### config.mk
export PLATFORM = sky130hd
export DESIGN_NAME = fsp_host
export DESIGN_NICKNAME = d
export VERILOG_FILES = /design/src/common/fsp_pkg.sv /design/src/common/fsp_stream_if.sv /design/src/verilog/fsp_skid_buf.sv /design/src/verilog/fsp_host.sv
export SDC_FILE = /design/constraint.sdc
export NUM_CORES = 1
export LEC_CHECK = 0
export ABC_AREA = 1
export BUFFER_PORTS_ARGS = -buffer_cell sky130_fd_sc_hd__buf_2
export CAP_MARGIN = 25
export CORE_ASPECT_RATIO = 0.6
export CORE_MARGIN = 5
export CORE_UTILIZATION = 55
export CTS_CLUSTER_DIAMETER = 40
export DETAILED_ROUTE_END_ITERATION = 8
export PLACE_DENSITY_LB_ADDON = 0.05
export SYNTH_ARGS = -nofsm -noshare
export SYNTH_HDL_FRONTEND = slang
export SYNTH_SLANG_ARGS = --single-unit
### constraint.sdc
create_clock -name clk -period 3.3 [get_ports clk]
set_clock_uncertainty 0.2 [all_clocks]
set_input_delay 0.66 -clock clk [delete_from_list [all_inputs] [get_ports clk]]
set_output_delay 0.66 -clock clk [all_outputs]
set_load 0.02 [all_outputs]
### src/common/fsp_pkg.sv
`default_nettype none
package fsp_pkg;
   // Bus geometry.
   localparam int ADDR_W      = 17;
   localparam int DATA_W      = 8;
   localparam int SECT_LSB    = 7;
   localparam int SECT_MSB    = 16;
   localparam int SECT_W      = SECT_MSB - SECT_LSB + 1;
   localparam int BYTE_W      = SECT_LSB;
   localparam int TOGGLE_BIT  = 6;
   localparam int POLL_BIT    = 7;
   // Clock and timing figures.
   localparam int CLK_NS      = 25;
   localparam int WP_NS       = 90;
   localparam int WPH_NS      = 100;
   localparam int AH_NS       = 50;
   localparam int ACC_NS      = 150;
   localparam int OEHP_NS     = 150;
   localparam int BLC_US      = 150;
   localparam int WC_MS       = 10;
   localparam int WP_CYC      = (WP_NS + CLK_NS - 1) / CLK_NS;
   localparam int WPH_CYC     = (WPH_NS + CLK_NS - 1) / CLK_NS;
   localparam int AH_CYC      = (AH_NS + CLK_NS - 1) / CLK_NS;
   localparam int ACC_CYC     = (ACC_NS + CLK_NS - 1) / CLK_NS + 1;
   localparam int OEHP_CYC    = (OEHP_NS + CLK_NS - 1) / CLK_NS;
   localparam int BLC_CYC     = (BLC_US * 1000) / CLK_NS;
   localparam int WC_CYC      = (WC_MS * 1000000) / CLK_NS;
   localparam int CNT_W       = 20;
   // Host sequencer states.
   typedef enum logic [2:0] {FSP_IDLE, FSP_WR_LOW, FSP_WR_HIGH, FSP_RD_LOW, FSP_RD_HIGH, FSP_DONE} fsp_state_t;
endpackage
`default_nettype wire

### src/common/fsp_stream_if.sv
`default_nettype none
interface fsp_stream_if #(parameter int W = 8);
   logic         valid;
   logic         ready;
   logic [W-1:0] data;
   modport src (output valid, output data, input ready);
   modport snk (input valid, input data, output ready);
endinterface
`default_nettype wire

### src/verilog/fsp_skid_buf.sv
`default_nettype none
module fsp_skid_buf #(
   parameter int W = 8
) (
   input  wire logic clk,
   input  wire logic rst,
   fsp_stream_if.snk in_s,
   fsp_stream_if.src out_s
);
   logic [W-1:0] mem_reg [2];
   logic [W-1:0] mem_next [2];
   logic         wp_reg, wp_next, rp_reg, rp_next;
   logic [1:0]   cnt_reg, cnt_next;
   logic         rdy_reg, rdy_next;
   logic         push, pop;

   // Two-entry buffer; ready stays low while both entries are full.
   always_comb begin
      in_s.ready  = rdy_reg;
      out_s.valid = (cnt_reg != 2'h0);
      out_s.data  = mem_reg[rp_reg];
      push        = in_s.valid && in_s.ready;
      pop         = out_s.valid && out_s.ready;
      mem_next    = mem_reg;
      wp_next     = wp_reg;
      rp_next     = rp_reg;
      cnt_next    = cnt_reg;
      if (push) begin
         mem_next[wp_reg] = in_s.data;
         wp_next          = ~wp_reg;
      end
      if (pop) begin
         rp_next = ~rp_reg;
      end
      if (push && !pop) begin
         cnt_next = cnt_reg + 2'h1;
      end else if (pop && !push) begin
         cnt_next = cnt_reg - 2'h1;
      end
      // Ready is registered so the upstream side sees a flip-flop, not a compare.
      rdy_next = (cnt_next != 2'h2);
   end

   // Registers the buffer state.
   always_ff @(posedge clk) begin
      if (rst) begin
         wp_reg  <= 1'b0;
         rp_reg  <= 1'b0;
         cnt_reg <= 2'h0;
         rdy_reg <= 1'b1;
         mem_reg <= '{default: '0};
      end else begin
         wp_reg  <= wp_next;
         rp_reg  <= rp_next;
         cnt_reg <= cnt_next;
         rdy_reg <= rdy_next;
         mem_reg <= mem_next;
      end
   end
endmodule
`default_nettype wire

### src/verilog/fsp_host.sv
`default_nettype none
module fsp_host #(
   parameter int BLC_CYC = fsp_pkg::BLC_CYC,
   parameter int WC_CYC  = fsp_pkg::WC_CYC
) (
   input  wire logic                        clk,
   input  wire logic                        rst,
   input  wire logic                        start,
   input  wire logic [fsp_pkg::SECT_W-1:0]  sector,
   input  wire logic                        byte_valid,
   output logic                             byte_ready,
   input  wire logic [fsp_pkg::DATA_W-1:0]  byte_data,
   input  wire logic                        byte_last,
   output logic                             busy,
   output logic                             done,
   output logic                             timeout,
   output logic [fsp_pkg::ADDR_W-1:0]       flash_addr,
   output logic                             flash_ce_n,
   output logic                             flash_oe_n,
   output logic                             flash_we_n,
   output logic [fsp_pkg::DATA_W-1:0]       flash_dq_out,
   output logic                             flash_dq_oe,
   input  wire logic [fsp_pkg::DATA_W-1:0]  flash_dq_in
);
   fsp_stream_if #(.W(fsp_pkg::DATA_W + 1)) up_s ();
   fsp_stream_if #(.W(fsp_pkg::DATA_W + 1)) dn_s ();

   fsp_pkg::fsp_state_t             st_reg, st_next;
   logic [fsp_pkg::CNT_W-1:0]       tmr_reg, tmr_next;
   logic [fsp_pkg::CNT_W-1:0]       wc_reg, wc_next;
   logic [fsp_pkg::BYTE_W-1:0]      idx_reg, idx_next;
   logic [fsp_pkg::SECT_W-1:0]      sect_reg, sect_next;
   logic [fsp_pkg::DATA_W-1:0]      last_reg, last_next;
   logic                            islast_reg, islast_next;
   logic                            havetog_reg, havetog_next;
   logic                            tog_reg, tog_next;
   logic [fsp_pkg::ADDR_W-1:0]      addr_reg, addr_next;
   logic                            ce_reg, ce_next, oe_reg, oe_next, we_reg, we_next;
   logic [fsp_pkg::DATA_W-1:0]      dq_reg, dq_next;
   logic                            dqoe_reg, dqoe_next;
   logic                            busy_reg, busy_next, done_reg, done_next, to_reg, to_next;

   // Incoming bytes pass through a two-entry buffer so a stall drops nothing.
   assign up_s.valid = byte_valid;
   assign up_s.data  = {byte_last, byte_data};
   assign byte_ready = up_s.ready;

   fsp_skid_buf #(.W(fsp_pkg::DATA_W + 1)) u_buf (
      .clk   (clk),
      .rst   (rst),
      .in_s  (up_s),
      .out_s (dn_s)
   );

   // Sequencer: byte loads, then toggle polling until the line stops moving.
   always_comb begin
      st_next      = st_reg;
      tmr_next     = tmr_reg;
      wc_next      = wc_reg;
      idx_next     = idx_reg;
      sect_next    = sect_reg;
      last_next    = last_reg;
      islast_next  = islast_reg;
      havetog_next = havetog_reg;
      tog_next     = tog_reg;
      addr_next    = addr_reg;
      ce_next      = ce_reg;
      oe_next      = oe_reg;
      we_next      = we_reg;
      dq_next      = dq_reg;
      dqoe_next    = dqoe_reg;
      busy_next    = busy_reg;
      done_next    = 1'b0;
      to_next      = to_reg;
      dn_s.ready   = 1'b0;
      if (tmr_reg != '0) begin
         tmr_next = tmr_reg - 1'b1;
      end
      case (st_reg)
         fsp_pkg::FSP_IDLE: begin
            if (start) begin
               sect_next = sector;
               idx_next  = '0;
               busy_next = 1'b1;
               to_next   = 1'b0;
               tmr_next  = fsp_pkg::CNT_W'(BLC_CYC);
               st_next   = fsp_pkg::FSP_WR_HIGH;
            end
         end
         fsp_pkg::FSP_WR_HIGH: begin
            if (tmr_reg == '0) begin
               st_next  = fsp_pkg::FSP_RD_HIGH;
               tmr_next = fsp_pkg::CNT_W'(fsp_pkg::OEHP_CYC);
               wc_next  = fsp_pkg::CNT_W'(WC_CYC);
               havetog_next = 1'b0;
            end else if (tmr_reg <= fsp_pkg::CNT_W'(BLC_CYC - fsp_pkg::WPH_CYC) && dn_s.valid && !islast_reg) begin
               dn_s.ready  = 1'b1;
               // sector address held; byte index from idx_reg
               addr_next   = {sect_reg, idx_reg};
               dq_next     = dn_s.data[fsp_pkg::DATA_W-1:0];
               last_next   = dn_s.data[fsp_pkg::DATA_W-1:0];
               islast_next = dn_s.data[fsp_pkg::DATA_W];
               dqoe_next   = 1'b1;
               oe_next     = 1'b1;
               ce_next     = 1'b0;
               we_next     = 1'b0;
               tmr_next    = fsp_pkg::CNT_W'(fsp_pkg::WP_CYC);
               st_next     = fsp_pkg::FSP_WR_LOW;
            end
         end
         fsp_pkg::FSP_WR_LOW: begin
            if (tmr_reg == '0) begin
               we_next  = 1'b1;
               ce_next  = 1'b1;
               idx_next = idx_reg + 1'b1;
               // Last byte or full sector ends loading; window then lapses.
               if (islast_reg || idx_reg == '1) begin
                  islast_next = 1'b1;
               end
               tmr_next = fsp_pkg::CNT_W'(BLC_CYC);
               st_next  = fsp_pkg::FSP_WR_HIGH;
            end
         end
         fsp_pkg::FSP_RD_HIGH: begin
            dqoe_next = 1'b0;
            if (wc_reg != '0) begin
               wc_next = wc_reg - 1'b1;
            end
            if (tmr_reg == '0) begin
               addr_next = {sect_reg, idx_reg - 1'b1};
               // read pulse on ce and oe
               ce_next   = 1'b0;
               oe_next   = 1'b0;
               tmr_next  = fsp_pkg::CNT_W'(fsp_pkg::ACC_CYC);
               st_next   = fsp_pkg::FSP_RD_LOW;
            end
         end
         fsp_pkg::FSP_RD_LOW: begin
            if (wc_reg != '0) begin
               wc_next = wc_reg - 1'b1;
            end
            if (tmr_reg == '0) begin
               ce_next      = 1'b1;
               oe_next      = 1'b1;
               tog_next     = flash_dq_in[fsp_pkg::TOGGLE_BIT];
               havetog_next = 1'b1;
               tmr_next     = fsp_pkg::CNT_W'(fsp_pkg::OEHP_CYC);
               st_next      = fsp_pkg::FSP_RD_HIGH;
               // toggle must stop and bit 7 must match the last byte; else wait or time out
               if (havetog_reg && tog_reg == flash_dq_in[fsp_pkg::TOGGLE_BIT]
                   && flash_dq_in[fsp_pkg::POLL_BIT] == last_reg[fsp_pkg::POLL_BIT]) begin
                  st_next = fsp_pkg::FSP_DONE;
               end else if (wc_reg == '0) begin
                  to_next = 1'b1;
                  st_next = fsp_pkg::FSP_DONE;
               end
            end
         end
         fsp_pkg::FSP_DONE: begin
            busy_next   = 1'b0;
            done_next   = 1'b1;
            islast_next = 1'b0;
            st_next     = fsp_pkg::FSP_IDLE;
         end
         default: begin
            st_next = fsp_pkg::FSP_IDLE;
         end
      endcase
   end

   // Registers sequencer state and every pin.
   always_ff @(posedge clk) begin
      if (rst) begin
         st_reg      <= fsp_pkg::FSP_IDLE;
         tmr_reg     <= '0;
         wc_reg      <= '0;
         idx_reg     <= '0;
         sect_reg    <= '0;
         last_reg    <= '0;
         islast_reg  <= 1'b0;
         havetog_reg <= 1'b0;
         tog_reg     <= 1'b0;
         addr_reg    <= '0;
         ce_reg      <= 1'b1;
         oe_reg      <= 1'b1;
         we_reg      <= 1'b1;
         dq_reg      <= '0;
         dqoe_reg    <= 1'b0;
         busy_reg    <= 1'b0;
         done_reg    <= 1'b0;
         to_reg      <= 1'b0;
      end else begin
         st_reg      <= st_next;
         tmr_reg     <= tmr_next;
         wc_reg      <= wc_next;
         idx_reg     <= idx_next;
         sect_reg    <= sect_next;
         last_reg    <= last_next;
         islast_reg  <= islast_next;
         havetog_reg <= havetog_next;
         tog_reg     <= tog_next;
         addr_reg    <= addr_next;
         ce_reg      <= ce_next;
         oe_reg      <= oe_next;
         we_reg      <= we_next;
         dq_reg      <= dq_next;
         dqoe_reg    <= dqoe_next;
         busy_reg    <= busy_next;
         done_reg    <= done_next;
         to_reg      <= to_next;
      end
   end

   // Pins and status come straight from registers.
   assign flash_addr   = addr_reg;
   assign flash_ce_n   = ce_reg;
   assign flash_oe_n   = oe_reg;
   assign flash_we_n   = we_reg;
   assign flash_dq_out = dq_reg;
   assign flash_dq_oe  = dqoe_reg;
   assign busy         = busy_reg;
   assign done         = done_reg;
   assign timeout      = to_reg;
endmodule
`default_nettype wire

==> Word-level counts from Yosys, hierarchy flattened <==
Index checks and enable logic that the tools add are counted.
{ "totals": {"regBits": 118, "in_bits": 31, "out_inout_bits": 33, "word_cells": 168} }
{ "classes": {"addsub": 6, "n_lt_le_gt_ge": 4, "eq_ne": 22, "n_mux": 62, "n_bitwise": 5, "reduce_logical": 46} }
{ "ops": {"columns": ["cell", "count"], "rows": [
  ["$mux 20", 9],
  ["$pmux 20 s5", 1],
  ["$mux 17", 3],
  ["$logic_not 20->1", 2],
  ["$pmux 20 s2", 1],
  ["$reduce_bool 20->1", 2],
  ["$sub 20x1->20 const B", 2],
  ["$mux 9", 4],
  ["$pmux 17 s2", 1],
  ["$reduce_and 5->1", 5],
  ["$ne 2x2->1 const B", 11],
  ["$mux 1", 21],
  ["$le 20x13->1 const B", 1],
  ["$bwmux 18", 1],
  ["$mux 3", 6],
  ["$reduce_bool 2->1", 8],
  ["$pmux 3 s5", 1],
  ["$reduce_and 3->1", 5],
  ["$mux 7", 2],
  ["$pmux 7 s2", 1],
  ["$pmux 1 s2", 5],
  ["$demux 9 s1", 1],
  ["$logic_and 1x1->1", 9],
  ["$pmux 1 s3", 3],
  ["other kinds (23)", 40]
]} }

==> Logic depth before layout (Yosys ltp) <==
{ "depth": {"ltp_word": 11, "depth_mapped": 13, "mapped_depth_nobuf": 13} }

==> Hierarchy <==
Synthesis repeated with hierarchy kept, for this count alone.
{ "hier_totals": {"cells_unflattened": 873, "area_unflattened_um2": 6028.3} }
{ "by_module_without_submodules": {"columns": ["mod", "n_inst", "cells_per_inst", "area_per_inst_um2", "seq_area_each_um2"], "rows": [
  ["fsp_host", 1, 742, 5063.6, 1901.8],
  ["fsp_skid_buf", 1, 131, 964.7, 460.4]
]} }

==> Worst setup path after synthesis <==
Ideal clock, no wire load.
{ "synth_path": {"path_kind": "register to register", "startpoint": "register u_buf.cnt_reg[0]", "endpoint": "register addr_reg, in the netlist flash_addr[10]", "setup_ps": 132, "t_arrival_ps": 1679, "t_required_ps": 2968, "setup_slack_ps": 1288, "stages_incl_launch_ff": 13, "n_path_buf": 1, "synth_period_minus_slack_ps": 2012, "path_cell_list": "dfxtp_1 inv_1 ha_1 or2_0 nor3_2 nand2_1 nor2_2 nand2_2 nand2_4 nand2_4 buf_6 nand2_1 a21oi_1"} }
{ "synth_between": {"elab_chain_cells": 5} }
{ "synth_rtl": {"columns": ["element", "line_no", "text"], "rows": [
  ["start: declaration", "fsp_skid_buf.sv:13", "logic [1:0] cnt_reg, cnt_next;"],
  ["start signal: assignment", "fsp_skid_buf.sv:55", "cnt_reg <= cnt_next;"],
  ["$reduce_bool 2->1", "fsp_skid_buf.sv:20", "out_s.valid = (cnt_reg != 2'h0);"],
  ["$logic_and 1x1->1 (2 in series)", "fsp_host.sv:96", "end else if (tmr_reg <= fsp_pkg::CNT_W'(BLC_CYC - fsp_pkg::WPH_CYC) && dn_s.valid && !islast_reg) begin"],
  ["$ne 2x2->1 (no line)", null, null],
  ["$reduce_and 4->1 (no line)", null, null],
  ["end signal: assignment", "fsp_host.sv:202", "addr_reg <= addr_next;"],
  ["end: declaration", "fsp_host.sv:37", "logic [fsp_pkg::ADDR_W-1:0] addr_reg, addr_next;"]
]} }
Every way passes these cells.
A chain may end at the register's enable or synchronous reset.

==> Worst setup path in the final report <==
{ "layout_path": {"startpoint": "register u_buf.cnt_reg[0]", "endpoint": "register addr_reg, in the netlist flash_addr[14]"} }
The elaborated chain is that of the path after synthesis.

==> results.py <==
metrics = {
    "timing": {
        "worstMarginPinSlew_ns": 0.560,
        "worst_slew_slack_as_a_fraction_of_its_limit": 0.624,
        "unrepaired_setup_endpoints_after_global_routing": "no",
        "finalSetupViolations": 0,
        "finalCritPeriodShare": 0.751,
        "setup_tns_ns": 0,
        "timing.fmax_mhz": 404,
        "report.final.slew_viol_count": 0,
        "timing.final.crit_period_ns": 2.48,
        "report.final.hold_viol_count": 0,
    },
    "logic_synthesis": {
        "yosys.area.top_type_share": 0.403,
        "netlist_top_cells_area": "sky130_fd_sc_hd__dfxtp_1, sky130_fd_sc_hd__nand2_1, sky130_fd_sc_hd__nor2_1, sky130_fd_sc_hd__a21oi_1, sky130_fd_sc_hd__nand3_1",
        "synth_flop_cell": "sky130_fd_sc_hd__dfxtp_1",
        "synth-edff-count": 0,
        "ys_warn_count": 0,
        "netlist_area_um2": 5860,
        "asyncSetResetFlopFracSynth": 0,
        "mappedNetlistNets": 881,
        "synth_top_cells_by_count": "sky130_fd_sc_hd__nand2_1, sky130_fd_sc_hd__nor2_1, sky130_fd_sc_hd__dfxtp_1",
        "yosysUniqueCellTypes": 44,
        "synth.ff_latch_count": 118,
        "avgSynthCellArea_um2": 6.95,
        "synthCells": 842,
        "synth_top_cell_by_area": "sky130_fd_sc_hd__dfxtp_1",
        "seq_area_frac_synth": 0.403,
        "most_repeated_cell_in_the_gate_level_netlist_after_synthesis": "sky130_fd_sc_hd__nand2_1",
    },
    "setup_path": {
        "timing.setup.critical_path_class": "reg -> reg",
        "worst-r2r-setup-slack_ns": 0.82,
        "critical_path_required_ns": 3.38,
        "crit_path_max_fanout": 19,
        "critPathLaunchType": "flop",
        "worst_ep_arrival_time_ns": 2.56,
        "cp-end-kind": "flop",
    },
    "finish": {
        "area_growth_syn_to_layout_pct": 16.7,
        "design.final.nets": 942,
        "fillers": 914,
        "area_of_the_multi_input_gates_um2": 3040,
        "utilization": 0.652,
        "n_antenna_cell": 0,
        "register_area_um2": 2360,
        "final_layout_size_suffix_gt1_frac": 0.153,
        "post_layout_cell_count": 1055,
    },
    "clocking": {
        "clock_sinks": 118,
        "worst_skew_pair.late_latency_ns": 0.42,
        "path_clk_slew_ns": 0.06,
        "tritoncts": "built",
        "cts_root_buf": "sky130_fd_sc_hd__clkbuf_16",
        "cts_hold_buf": 0,
        "post_cts_buffers": 0,
        "htree_num_levels": 4,
        "clock_tree.buffer_depth": 2,
        "tritoncts.num_buffers": 17,
        "postCtsResizedCells": 0,
    },
    "routing": {
        "vias": 5644,
        "drt-total-wl_um": 14900,
        "drc": 0,
        "detailedRoute.firstIterationViolations": 400,
        "post_drt_wl_per_cell_um": 14.1,
        "firstDrtPassIters": 5,
        "viasPerCell": 5.35,
        "drt.antenna.violating_nets": 0,
    },
    "die": {
        "rows": 29,
        "design.core.area_um2": 10500,
        "initial_core_util": 0.558,
        "die-height_um": 89.9,
        "die_width_um": 143,
        "dieArea_um2": 12900,
        "top_level_ports": 64,
    },
    "grt": {
        "grtUsageMet3": 0.0525,
        "overflow": 0,
        "busiest_layer": "met2",
        "grt_max_degree": 40,
        "globalRouteTotalUtil": 0.236,
        "antenna_found_initial": 0,
        "grt_use_met1": 0.336,
        "first_global_vias": 5196,
        "gr_met2_demand_resource": 0.342,
        "grt_pass1_wl_um": 24600,
    },
    "pwr": {
        "share_comb_of_total_power": 0.455,
        "seqPwrFrac": 0.287,
        "power.leakage_nw": 3.10,
        "power_switching_share": 0.444,
        "power.clock.fraction": 0.258,
        "power.net_switching_mw": 3.22,
        "internal_power_mw": 4.04,
        "vdd_ir_drop_max_mv": 0.467,
        "powerDensity_nw_per_um2": 1060,
    },
    "hold_path": {
        "worst_hold_path_type": "reg -> reg",
    },
    "place": {
        "dp_cells": 1023,
        "finalWeightedCongestion": 0.898,
        "dp.final_hpwl_um": 10400,
        "buffers_added_on_ports": 57,
    },
    "status": {
        "outcome": "complete, no violations",
    },
    "job": {
        "timing.max_cap.violations": 0,
    },
}
-- cell type report --
type	instances	share of cell area
clock buffer	20	0.0683
timing repair buffer	65	0.0505
tap	139	0.0254
inverter	79	0.0445
clock inverter	12	0.0209
sequential	118	0.346
multi-input combinational	622	0.445
-- cells in the final DEF, fill, tap and decap left out, types with 6 or more instances in the layout --
master                        n
sky130_fd_sc_hd__buf_2       57
sky130_fd_sc_hd__buf_4        8
sky130_fd_sc_hd__ha_1         8
sky130_fd_sc_hd__nor3_1      17
sky130_fd_sc_hd__o21ai_0     47
sky130_fd_sc_hd__nor2_2       8
sky130_fd_sc_hd__nor2_1     134
sky130_fd_sc_hd__nand3_1     57
sky130_fd_sc_hd__a21oi_1     75
sky130_fd_sc_hd__inv_1       69
sky130_fd_sc_hd__nand2_1    198
sky130_fd_sc_hd__xnor2_1      6
sky130_fd_sc_hd__inv_2        6
sky130_fd_sc_hd__xor2_1      18
sky130_fd_sc_hd__dfxtp_1    118
sky130_fd_sc_hd__nand4_1      7
sky130_fd_sc_hd__clkbuf_16   17
sky130_fd_sc_hd__a31oi_1      8
-- cells by family after synthesis --
| family | count (synthesis) | synth area share |
|---|---|---|
| AO/OA/AOI/OAI | 140 | 0.125 |
| XOR/XNOR | 24 | 0.0359 |
| adder cells (fa/ha/maj) | 8 | 0.0171 |
| buffers and inverters | 102 | 0.0773 |
| flip-flops | 118 | 0.403 |
| AND/OR/NAND/NOR | 450 | 0.341 |
-- metal layers --
| metal | up-vias | wire length, µm |
|---|---|---|
| met5 | - | 0 |
| met4 | 0 | 201 |
| met3 | 20 | 874 |
| met2 | 166 | 6650 |
| met1 | 2611 | 7190 |
| li1 | 2847 | - |
-- metrics by stage --
step	instance area, µm²	setup slack [ns]	hold slack (ns)	power [mW]
after floorplan	5860	1.29	0.239	4.64
after global placement	6230	0.897	0.249	5.27
after detailed placement	6230	0.867	0.252	5.34
after CTS	6840	0.831	0.261	7.25
after global routing	6840	0.577	0.282	7.83
final	6840	0.822	0.261	7.27
-- worst paths after layout --
path / start / cells past startpoint / end
max reg2reg: u_buf.cnt_reg[0] / 11 / flash_addr[14]
min reg2reg: flash_addr[10] / 2 / flash_addr[10]
max: u_buf.cnt_reg[0] / 11 / flash_addr[14]
min: flash_addr[10] / 2 / flash_addr[10]
-- power by group through the flow --
stage	logic, mW	clock network (mW)	registers, mW
after global placement	3.18	0	2.09
after floorplan	2.54	0	2.10
after CTS	3.27	1.90	2.08
final	3.30	1.87	2.09
after detailed placement	3.24	0	2.10
after global routing	3.73	1.97	2.13
-- worst max-delay path, stage by stage, from the launching register on --
cell	delay [ns]
sky130_fd_sc_hd__dfxtp_1	0.33
sky130_fd_sc_hd__inv_1	0.06
sky130_fd_sc_hd__ha_1	0.20
sky130_fd_sc_hd__or2_0	0.27
sky130_fd_sc_hd__nor3_2	0.22
sky130_fd_sc_hd__nand2_1	0.08
sky130_fd_sc_hd__nor2_2	0.26
sky130_fd_sc_hd__nand2_2	0.12
sky130_fd_sc_hd__nand2_4	0.22
sky130_fd_sc_hd__nand2_4	0.18
sky130_fd_sc_hd__nand2_1	0.11
sky130_fd_sc_hd__a21oi_1	0.07
Note: power is estimated with default switching activity, not from simulation.
